==> config.mk <==
export PLATFORM = sky130hd
export DESIGN_NAME = edcp_device_flat
export DESIGN_NICKNAME = d
export VERILOG_FILES = /design/src/edcp_pkg.sv /design/src/edcp_link_if.sv /design/src/edcp_device.sv /design/src/flat_wrapper.sv
export SDC_FILE = /design/constraint.sdc
export NUM_CORES = 1
export LEC_CHECK = 0
export ABC_AREA = 0
export BUFFER_PORTS_ARGS = -buffer_cell sky130_fd_sc_hd__buf_2
export CAP_MARGIN = 20
export CORE_UTILIZATION = 45
export DETAILED_ROUTE_END_ITERATION = 12
export GPL_TIMING_DRIVEN = 0
export SKIP_CTS_REPAIR_TIMING = 1
export SLEW_MARGIN = 25
export SYNTH_ARGS = -nofsm -noshare
export SYNTH_HDL_FRONTEND = slang
export SYNTH_SLANG_ARGS = --single-unit
==> constraint.sdc <==
create_clock -name i_clk -period 3.4 [get_ports i_clk]
set_input_delay 0.17 -clock i_clk [delete_from_list [all_inputs] [get_ports i_clk]]
set_output_delay 0.17 -clock i_clk [all_outputs]
set_load 0.03 [all_outputs]
==> src/edcp_pkg.sv <==
// Operation
// external inputs honoured only while remote_enable_input closed; emergency_stop and door_open act regardless
// high voltage follows its request contact
// re-enable refused until over 2 s after off
// alarm latches; cleared by reset contact, cause gone
// fire closure, held for DIP minimum, fires once
// controller leaves fire open 40 ms between closures
// controller keeps stop contact closed while firing
// stop contact ends repeat output; held 1 ms
// guide beam follows its request contact
// beam-path select contacts pick delivery unit
// emergency stop cuts main power
// door open closes branch shutter at once
// schedules preprogrammed; controller only selects and triggers
// schedule number from five weighted select contacts
// completion contact closes 50 ms per lamp flash
// ready contact only with voltage on and charged
// fault contact opens until fault reset
// contact inputs synchronised and debounced first; emergency_stop and door_open only synchronised
`default_nettype none
package edcp_pkg;
    // ***********************************************************
    // time base
    // ***********************************************************
    localparam int CLK_PERIOD_NS = 10;
    localparam int MS_NS         = 1000000;
    localparam int MS_CYCLES     = MS_NS / CLK_PERIOD_NS;
    localparam int DIV_W         = 17;
    localparam int HV_LOCK_MS    = 2000;
    localparam int FIRE_GAP_MS   = 40;
    localparam int STOP_MIN_MS   = 1;
    localparam int END_MS        = 50;
    localparam int DEB_CYCLES    = 16;
    localparam int DEB_W         = 5;
    // ***********************************************************
    // contact input positions
    // ***********************************************************
    localparam int SCH_W    = 5;
    localparam int IN_REM   = 0;
    localparam int IN_HV    = 1;
    localparam int IN_FRST  = 2;
    localparam int IN_FIRE  = 3;
    localparam int IN_STOP  = 4;
    localparam int IN_GUIDE = 5;
    localparam int IN_BSEL  = 6;
    localparam int IN_SCH   = 8;
    localparam int NIN      = 13;
endpackage
`default_nettype wire

==> src/edcp_link_if.sv <==
`timescale 1ns/1ns
`default_nettype none
interface edcp_link_if;
    // contacts: 1 means closed to common
    logic                       remote_enable_input;
    logic                       high_voltage_request;
    logic                       fault_reset;
    logic                       fire_request;
    logic                       stop_contact;
    logic                       guide_request;
    logic [1:0]                 beam_select;
    logic [edcp_pkg::SCH_W-1:0] schedule_select;
    logic                       emergency_stop;
    logic                       door_open;
    // relay outputs of the device: 1 means closed
    logic                       ready_contact;
    logic                       hv_on_contact;
    logic                       trouble_contact;
    logic                       end_contact;
    logic                       accept_contact;

    modport device
    (
        input  remote_enable_input, high_voltage_request, fault_reset,
        input  fire_request, stop_contact, guide_request, beam_select,
        input  schedule_select, emergency_stop, door_open,
        output ready_contact, hv_on_contact, trouble_contact,
        output end_contact, accept_contact
    );
    modport controller
    (
        output remote_enable_input, high_voltage_request, fault_reset,
        output fire_request, stop_contact, guide_request, beam_select,
        output schedule_select, emergency_stop, door_open,
        input  ready_contact, hv_on_contact, trouble_contact,
        input  end_contact, accept_contact
    );
endinterface
`default_nettype wire

==> src/edcp_device.sv <==
`timescale 1ns/1ns
`default_nettype none
module edcp_device #(
    parameter int P_MS_CYCLES = edcp_pkg::MS_CYCLES
)(
    input  wire logic                       i_clk,
    input  wire logic                       i_arst_n,
    edcp_link_if.device                     link,
    input  wire logic                       i_fault_cause,
    input  wire logic                       i_cap_charged,
    input  wire logic [7:0]                 i_dip_min_ms,
    input  wire logic                       i_repeat_on,
    input  wire logic                       i_output_done,
    input  wire logic                       i_lamp_flash,
    output logic                            o_hv_enable,
    output logic                            o_fire,
    output logic                            o_firing,
    output logic                            o_stop_output,
    output logic                            o_alarm,
    output logic                            o_guide_beam,
    output logic [1:0]                      o_beam_unit,
    output logic [edcp_pkg::SCH_W-1:0]      o_schedule,
    output logic                            o_main_power_cut,
    output logic                            o_shutter_close
);
    import edcp_pkg::*;

    typedef struct packed {
        logic [NIN-1:0]            s1;
        logic [NIN-1:0]            s2;
        logic [NIN-1:0]            deb;
        logic [NIN-1:0][DEB_W-1:0] dcnt;
        logic [1:0]                x1;
        logic [1:0]                x2;
        logic [DIV_W-1:0]          div;
        logic                      tick;
        logic                      hv;
        logic [11:0]               lock;
        logic                      alarm;
        logic [7:0]                close_ms;
        logic [5:0]                open_ms;
        logic                      fired;
        logic                      firing;
        logic                      fire_p;
        logic                      stop_p;
        logic [5:0]                end_ms;
        logic                      end_c;
        logic                      ready;
        logic                      accept;
        logic                      guide;
        logic [1:0]                beam;
        logic [SCH_W-1:0]          sch;
        logic                      pcut;
        logic                      shut;
    } edcp_dev_state_t;

    edcp_dev_state_t q;
    edcp_dev_state_t d;

    logic [NIN-1:0] raw;
    logic           rem;
    logic           fire_c;
    logic           stop_c;

    assign raw = {link.schedule_select, link.beam_select,
                  link.guide_request, link.stop_contact,
                  link.fire_request, link.fault_reset,
                  link.high_voltage_request, link.remote_enable_input};

    // ***********************************************************
    // next state
    // ***********************************************************
    always_comb
    begin
        d        = q;
        // contacts bounce; only a level stable for a while is taken
        d.s1     = raw;
        d.s2     = q.s1;
        for (int i = 0; i < NIN; i++)
        begin
            if (q.s2[i] != q.deb[i])
            begin
                d.dcnt[i] = q.dcnt[i] + 1'b1;
                if (q.dcnt[i] == DEB_W'(DEB_CYCLES - 1))
                begin
                    d.deb[i]  = q.s2[i];
                    d.dcnt[i] = '0;
                end
            end
            else
            begin
                d.dcnt[i] = '0;
            end
        end
        // safety lines skip the debounce so they act at once
        d.x1     = {link.door_open, link.emergency_stop};
        d.x2     = q.x1;
        d.pcut   = q.x2[0];
        d.shut   = q.x2[1];

        d.tick   = 1'b0;
        if (q.div == DIV_W'(P_MS_CYCLES - 1))
        begin
            d.div  = '0;
            d.tick = 1'b1;
        end
        else
        begin
            d.div = q.div + 1'b1;
        end

        rem      = q.deb[IN_REM];
        d.accept = rem;

        // ***********************************************************
        // high voltage with re-enable lockout
        // ***********************************************************
        d.hv = rem && q.deb[IN_HV] && q.lock == '0 && !q.x2[0];
        if (q.hv && !d.hv)
        begin
            // one extra millisecond makes the wait strictly longer
            d.lock = 12'(HV_LOCK_MS + 1);
        end
        else if (q.tick && q.lock != '0)
        begin
            d.lock = q.lock - 1'b1;
        end

        // ***********************************************************
        // fault alarm; a new fault wins over a reset in the same cycle
        // ***********************************************************
        if (i_fault_cause)
        begin
            d.alarm = 1'b1;
        end
        else if (rem && q.deb[IN_FRST])
        begin
            d.alarm = 1'b0;
        end

        d.ready = q.hv && i_cap_charged;

        // ***********************************************************
        // fire and stop
        // ***********************************************************
        fire_c   = rem && q.deb[IN_FIRE];
        stop_c   = rem && q.deb[IN_STOP];
        d.fire_p = 1'b0;
        d.stop_p = 1'b0;
        if (fire_c)
        begin
            if (q.tick && q.close_ms != 8'hff)
            begin
                d.close_ms = q.close_ms + 1'b1;
            end
            // short gaps are refused rather than queued
            if (!q.fired && q.close_ms >= i_dip_min_ms
                && q.open_ms >= 6'(FIRE_GAP_MS)
                && stop_c && q.hv && !q.alarm)
            begin
                d.fire_p = 1'b1;
                d.fired  = 1'b1;
                d.firing = 1'b1;
            end
        end
        else
        begin
            d.close_ms = '0;
            d.fired    = 1'b0;
            if (q.fired || q.close_ms != '0)
            begin
                d.open_ms = '0;
            end
            else if (q.tick && q.open_ms != 6'h3f)
            begin
                d.open_ms = q.open_ms + 1'b1;
            end
        end
        if (q.firing && (!stop_c || i_output_done))
        begin
            d.firing = 1'b0;
            d.stop_p = !stop_c && i_repeat_on;
        end

        // ***********************************************************
        // completion contact, retriggered by each flash
        // ***********************************************************
        if (i_lamp_flash)
        begin
            d.end_ms = 6'(END_MS);
        end
        else if (q.tick && q.end_ms != '0)
        begin
            d.end_ms = q.end_ms - 1'b1;
        end
        d.end_c = d.end_ms != '0;

        d.guide = rem && q.deb[IN_GUIDE];
        d.beam  = rem ? q.deb[IN_BSEL+1:IN_BSEL] : 2'h0;
        if (rem)
        begin
            d.sch = q.deb[IN_SCH+SCH_W-1:IN_SCH];
        end
    end

    always_ff @(posedge i_clk or negedge i_arst_n)
    begin
        if (!i_arst_n)
        begin
            q         <= '0;
            q.open_ms <= 6'(FIRE_GAP_MS);
        end
        else
        begin
            q <= d;
        end
    end

    // ***********************************************************
    // outputs
    // ***********************************************************
    assign link.ready_contact   = q.ready;
    assign link.hv_on_contact   = q.hv;
    assign link.trouble_contact = !q.alarm;
    assign link.end_contact     = q.end_c;
    assign link.accept_contact  = q.accept;
    assign o_hv_enable      = q.hv;
    assign o_fire           = q.fire_p;
    assign o_firing         = q.firing;
    assign o_stop_output    = q.stop_p;
    assign o_alarm          = q.alarm;
    assign o_guide_beam     = q.guide;
    assign o_beam_unit      = q.beam;
    assign o_schedule       = q.sch;
    assign o_main_power_cut = q.pcut;
    assign o_shutter_close  = q.shut;
endmodule
`default_nettype wire

==> src/flat_wrapper.sv <==
// flat-port wrapper written by rule: the top's interface ports become plain ports
module edcp_device_flat import edcp_pkg::*;
#(
    parameter int P_MS_CYCLES = edcp_pkg::MS_CYCLES
)
  (i_clk, i_arst_n, i_fault_cause, i_cap_charged, i_dip_min_ms, i_repeat_on, i_output_done, i_lamp_flash, o_hv_enable, o_fire, o_firing, o_stop_output, o_alarm, o_guide_beam, o_beam_unit, o_schedule, o_main_power_cut, o_shutter_close, link_remote_enable_input, link_high_voltage_request, link_fault_reset, link_fire_request, link_stop_contact, link_guide_request, link_beam_select, link_schedule_select, link_emergency_stop, link_door_open, link_ready_contact, link_hv_on_contact, link_trouble_contact, link_end_contact, link_accept_contact);
  edcp_link_if link_i ();
  input  wire logic i_clk;
  input  wire logic i_arst_n;
  input  wire logic i_fault_cause;
  input  wire logic i_cap_charged;
  input  wire logic [7:0] i_dip_min_ms;
  input  wire logic i_repeat_on;
  input  wire logic i_output_done;
  input  wire logic i_lamp_flash;
  output logic o_hv_enable;
  output logic o_fire;
  output logic o_firing;
  output logic o_stop_output;
  output logic o_alarm;
  output logic o_guide_beam;
  output logic [1:0] o_beam_unit;
  output logic [edcp_pkg::SCH_W-1:0] o_schedule;
  output logic o_main_power_cut;
  output logic o_shutter_close;
  input wire logic [$bits(link_i.remote_enable_input)-1:0] link_remote_enable_input;
  input wire logic [$bits(link_i.high_voltage_request)-1:0] link_high_voltage_request;
  input wire logic [$bits(link_i.fault_reset)-1:0] link_fault_reset;
  input wire logic [$bits(link_i.fire_request)-1:0] link_fire_request;
  input wire logic [$bits(link_i.stop_contact)-1:0] link_stop_contact;
  input wire logic [$bits(link_i.guide_request)-1:0] link_guide_request;
  input wire logic [$bits(link_i.beam_select)-1:0] link_beam_select;
  input wire logic [$bits(link_i.schedule_select)-1:0] link_schedule_select;
  input wire logic [$bits(link_i.emergency_stop)-1:0] link_emergency_stop;
  input wire logic [$bits(link_i.door_open)-1:0] link_door_open;
  output wire logic [$bits(link_i.ready_contact)-1:0] link_ready_contact;
  output wire logic [$bits(link_i.hv_on_contact)-1:0] link_hv_on_contact;
  output wire logic [$bits(link_i.trouble_contact)-1:0] link_trouble_contact;
  output wire logic [$bits(link_i.end_contact)-1:0] link_end_contact;
  output wire logic [$bits(link_i.accept_contact)-1:0] link_accept_contact;
  assign link_i.remote_enable_input = link_remote_enable_input;
  assign link_i.high_voltage_request = link_high_voltage_request;
  assign link_i.fault_reset = link_fault_reset;
  assign link_i.fire_request = link_fire_request;
  assign link_i.stop_contact = link_stop_contact;
  assign link_i.guide_request = link_guide_request;
  assign link_i.beam_select = link_beam_select;
  assign link_i.schedule_select = link_schedule_select;
  assign link_i.emergency_stop = link_emergency_stop;
  assign link_i.door_open = link_door_open;
  assign link_ready_contact = link_i.ready_contact;
  assign link_hv_on_contact = link_i.hv_on_contact;
  assign link_trouble_contact = link_i.trouble_contact;
  assign link_end_contact = link_i.end_contact;
  assign link_accept_contact = link_i.accept_contact;
  edcp_device #(.P_MS_CYCLES(P_MS_CYCLES)) u_core (.i_clk(i_clk), .i_arst_n(i_arst_n), .link(link_i), .i_fault_cause(i_fault_cause), .i_cap_charged(i_cap_charged), .i_dip_min_ms(i_dip_min_ms), .i_repeat_on(i_repeat_on), .i_output_done(i_output_done), .i_lamp_flash(i_lamp_flash), .o_hv_enable(o_hv_enable), .o_fire(o_fire), .o_firing(o_firing), .o_stop_output(o_stop_output), .o_alarm(o_alarm), .o_guide_beam(o_guide_beam), .o_beam_unit(o_beam_unit), .o_schedule(o_schedule), .o_main_power_cut(o_main_power_cut), .o_shutter_close(o_shutter_close));
endmodule
==> impl_metrics.yaml <==
timing:
  slew_violations: 0
  setup_violations: 0
  skew_ps: 10.29
  layout_min_cycle_time_ps: 2290
  worst_pin_slew_ps: 693.5
  rsz0062_at_grt: "no"
  period_share: 0.6736
  setup_tns_ps: 0
  max_freq_ghz: 0.4366
  hold_viol: 0
  relSlewSlack: 0.5377
setup_path:
  reg2reg_depth: 7
  critPathKind: "reg2reg"
  crit_family: "simple AND/OR/NAND/NOR gates"
  path_buf_inv: 1
  cpMaxStageDelayCell: "or4_1"
  startpoint_type: "flop"
  crit_chain: "inv_1 -> ha_1 -> nor2b_1 -> nor3_1 -> or3_1 -> or3b_1 -> or4_1"
  cp.required_ps: 3700
  r2r-start: "u_core.q[13]$_DFF_PN0_"
  crit_fanout: 5
  cp.arrival_ps: 2590
  regToRegEndpoint: "u_core.link.end_contact$_DFF_PN0_"
  critPathMaxStageDelay_ps: 400
  endpoint_kind: "flop"
  reg2reg_slack_ps: 1110
power_and_ir_drop:
  seqPwrFrac: 0.501
  power_frac_comb: 0.039
  p_leak_nw: 4.434
  power_density_mw_per_mm2: 500.0
  p_int_w: 0.003457
  irDropWorstVdd_mv: 0.3645
  p_sw_w: 0.0009322
  netSwitchingFraction: 0.2124
  pwr-share-clk: 0.460
routing:
  drt_iter0_drc: 171
  drc_errors: 0
  wire_per_inst_um: 13.01
  num_vias: 4778
  wirelength_um: 12350
  dr.pass1.iters: 6
  vias_per_cell: 5.035
  antenna_left: 0
placement:
  dp.cells: 897
  place.gp.congestion: 0.8237
  port_buffers: 49
  dpl.hpwl_um: 8561
  placed_area_mm2: 0.007956
logic_synthesis:
  synthCells: 630
  seq_area_frac_synth: 0.6008
  ys.flop_type: "dfrtp_1"
  syn_area_mm2: 0.007376
  synth-edff-count: 0
  synth_warnings: 0
  synth_cell_types: 52
  syn_nets: 690
  yosys_register_bits: 177
  ys_async_sr_fraction: 1.000
  syn_avg_cell_area_um2: 11.71
cells_and_area:
  area_growth_syn_to_layout_pct: 19.02
  fin_cells: 949
  nets: 780
  layout_commonest_cell: "dfrtp_1"
  stdcell_area_mm2: 0.008778
  layout-drive-gt1-share: 0.1610
  final_cell_mix: "dfrtp_1 (175), nor2_1 (82), xor2_1 (61)"
  final_util: 0.5506
  n_antenna_cell: 0
die:
  chipWidth_um: 130.0
  placementRows: 46
  dieArea_mm2: 0.01691
  initial_core_util: 0.4626
  die_y_um: 130.0
  pin_count: 50
  core_area_mm2: 0.01594
global_route:
  grt_pass1_wl_um: 21330
  antenna_found_initial: 0
  globalRouteOverflowTotal: 0
  track_usage: 0.1629
  grt_pass1_vias: 4870
  grt_max_degree: 67
run:
  cap_violations: 0
clock_tree:
  clk_latency_ps: 420
  cts.sinks: 177
  clkTransAtPathRegs_ps: 70
  root_buffer: "clkbuf_16"
  cts.path.max_buffers: 2
  tritoncts: "built"
  htree_levels: 4
  numCtsBuffers: 17
min_path:
  hold_path_depth: 3
  holdPathEnd: "u_core.o_firing$_DFFE_PN0P_"
  min_from: "i_output_done"
  hp-class: "in2reg"
status:
  outcome: "finished, final reports clean"
routing by layer:
layer  vias to the layer above  wire [um]  GRT usage
met5                         -          0          0
met1                      2381       5595     0.1914
met2                        67       6168     0.2825
met3                        15        401    0.04756
li1                       2315          -          -
met4                         0        179    0.06019
per-stage QoR:
| stage | power (W) | setup slack, ps | hold slack (ps) |
|---|---|---|---|
| after global placement | 0.002376 | -516.0 | 277.4 |
| after floorplan | 0.002304 | 1277 | -125.6 |
| after CTS | 0.004433 | 1102 | -361.0 |
| after detailed placement | 0.002399 | 1107 | 98.76 |
| final | 0.004389 | 1110 | 24.19 |
| after global routing | 0.004578 | 986.9 | 48.23 |
power groups by stage:
stage	Clock, W	Combinational, W	Sequential, W
after global placement	0	0.000141	0.00224
final	0.00202	0.000172	0.00220
after detailed placement	0	0.000160	0.00224
after CTS	0.00207	0.000161	0.00220
after global routing	0.00217	0.000205	0.00221
after floorplan	0	0.0000712	0.00223
cells by family after synthesis:
family,synth area share
and+or+nand+nor,0.1654
muxes,0.03037
DFF,0.6008
adders and majority gates,0.05089
AOI/OAI and AO/OA,0.04360
xor gates and xnor gates,0.08431
buffers and inverters,0.02460
state kept, by name, indices dropped and copies added, names as in the netlist:
name	flops
u_core.q	141
u_core.link.end_contact	1
u_core.link.ready_contact	1
u_core.o_fire	1
u_core.o_shutter_close	1
u_core.link.hv_on_contact	1
u_core.o_guide_beam	1
u_core.o_schedule	5
u_core.d	18
u_core.o_firing	1
u_core.o_beam_unit	2
u_core.o_alarm	1
u_core.o_stop_output	1
u_core.link.accept_contact	1
u_core.o_main_power_cut	1
final cells by class:
cell class | instances | area [um^2]
Buffer | 14 | 83.83
Clock buffer | 20 | 466.7
Clock inverter | 12 | 155.1
Fill cell | 1367 | 7164
Inverter | 26 | 97.59
Multi-Input combinational cell | 413 | 2763
Sequential cell | 177 | 4432
Tap cell | 216 | 270.3
Timing Repair Buffer | 71 | 510.5
worst reg2reg max path, cell delays in order (launching register included):
cell and delay, ps:
dfrtp_1 380, inv_1 110, ha_1 160, nor2b_1 290, nor3_1 70, or3_1 360
or3b_1 390, or4_1 400
worst max path at each step:
stage | start | end | slack, ps | cells past startpoint
2_1_floorplan | u_core.q[13]$_DFF_PN0_ | u_core.link.end_contact$_DFF_PN0_ | 1280 | 7
3_3_place_gp | i_arst_n | u_core.q[54]$_DFF_PN0_ | -520 | 1
3_5_place_dp | u_core.q[13]$_DFF_PN0_ | u_core.link.end_contact$_DFF_PN0_ | 1110 | 7
4_1_cts | u_core.q[13]$_DFF_PN0_ | u_core.link.end_contact$_DFF_PN0_ | 1100 | 7
5_1_grt | u_core.q[38]$_DFFE_PN0P_ | u_core.q[45]$_DFFE_PN0P_ | 990 | 7
6_report | u_core.q[13]$_DFF_PN0_ | u_core.link.end_contact$_DFF_PN0_ | 1110 | 7
cells in the mapped netlist (5+ instances only):
master    count  share of area
a21oi_1      12         0.0081
and2_1       21          0.018
and3_1       22          0.019
buf_4         8         0.0081
clkbuf_1      5         0.0025
dfrtp_1     175           0.59
ha_1         30          0.051
inv_1        26          0.013
mux2_2       19          0.029
nand2_1      31          0.016
nand3_1      39          0.026
nand4_1       8         0.0068
nor2_1       82          0.042
nor3_1        5         0.0034
o21ai_0      17          0.012
xnor2_1      10          0.012
xor2_1       61          0.072
(Power assumes the default switching activity.)
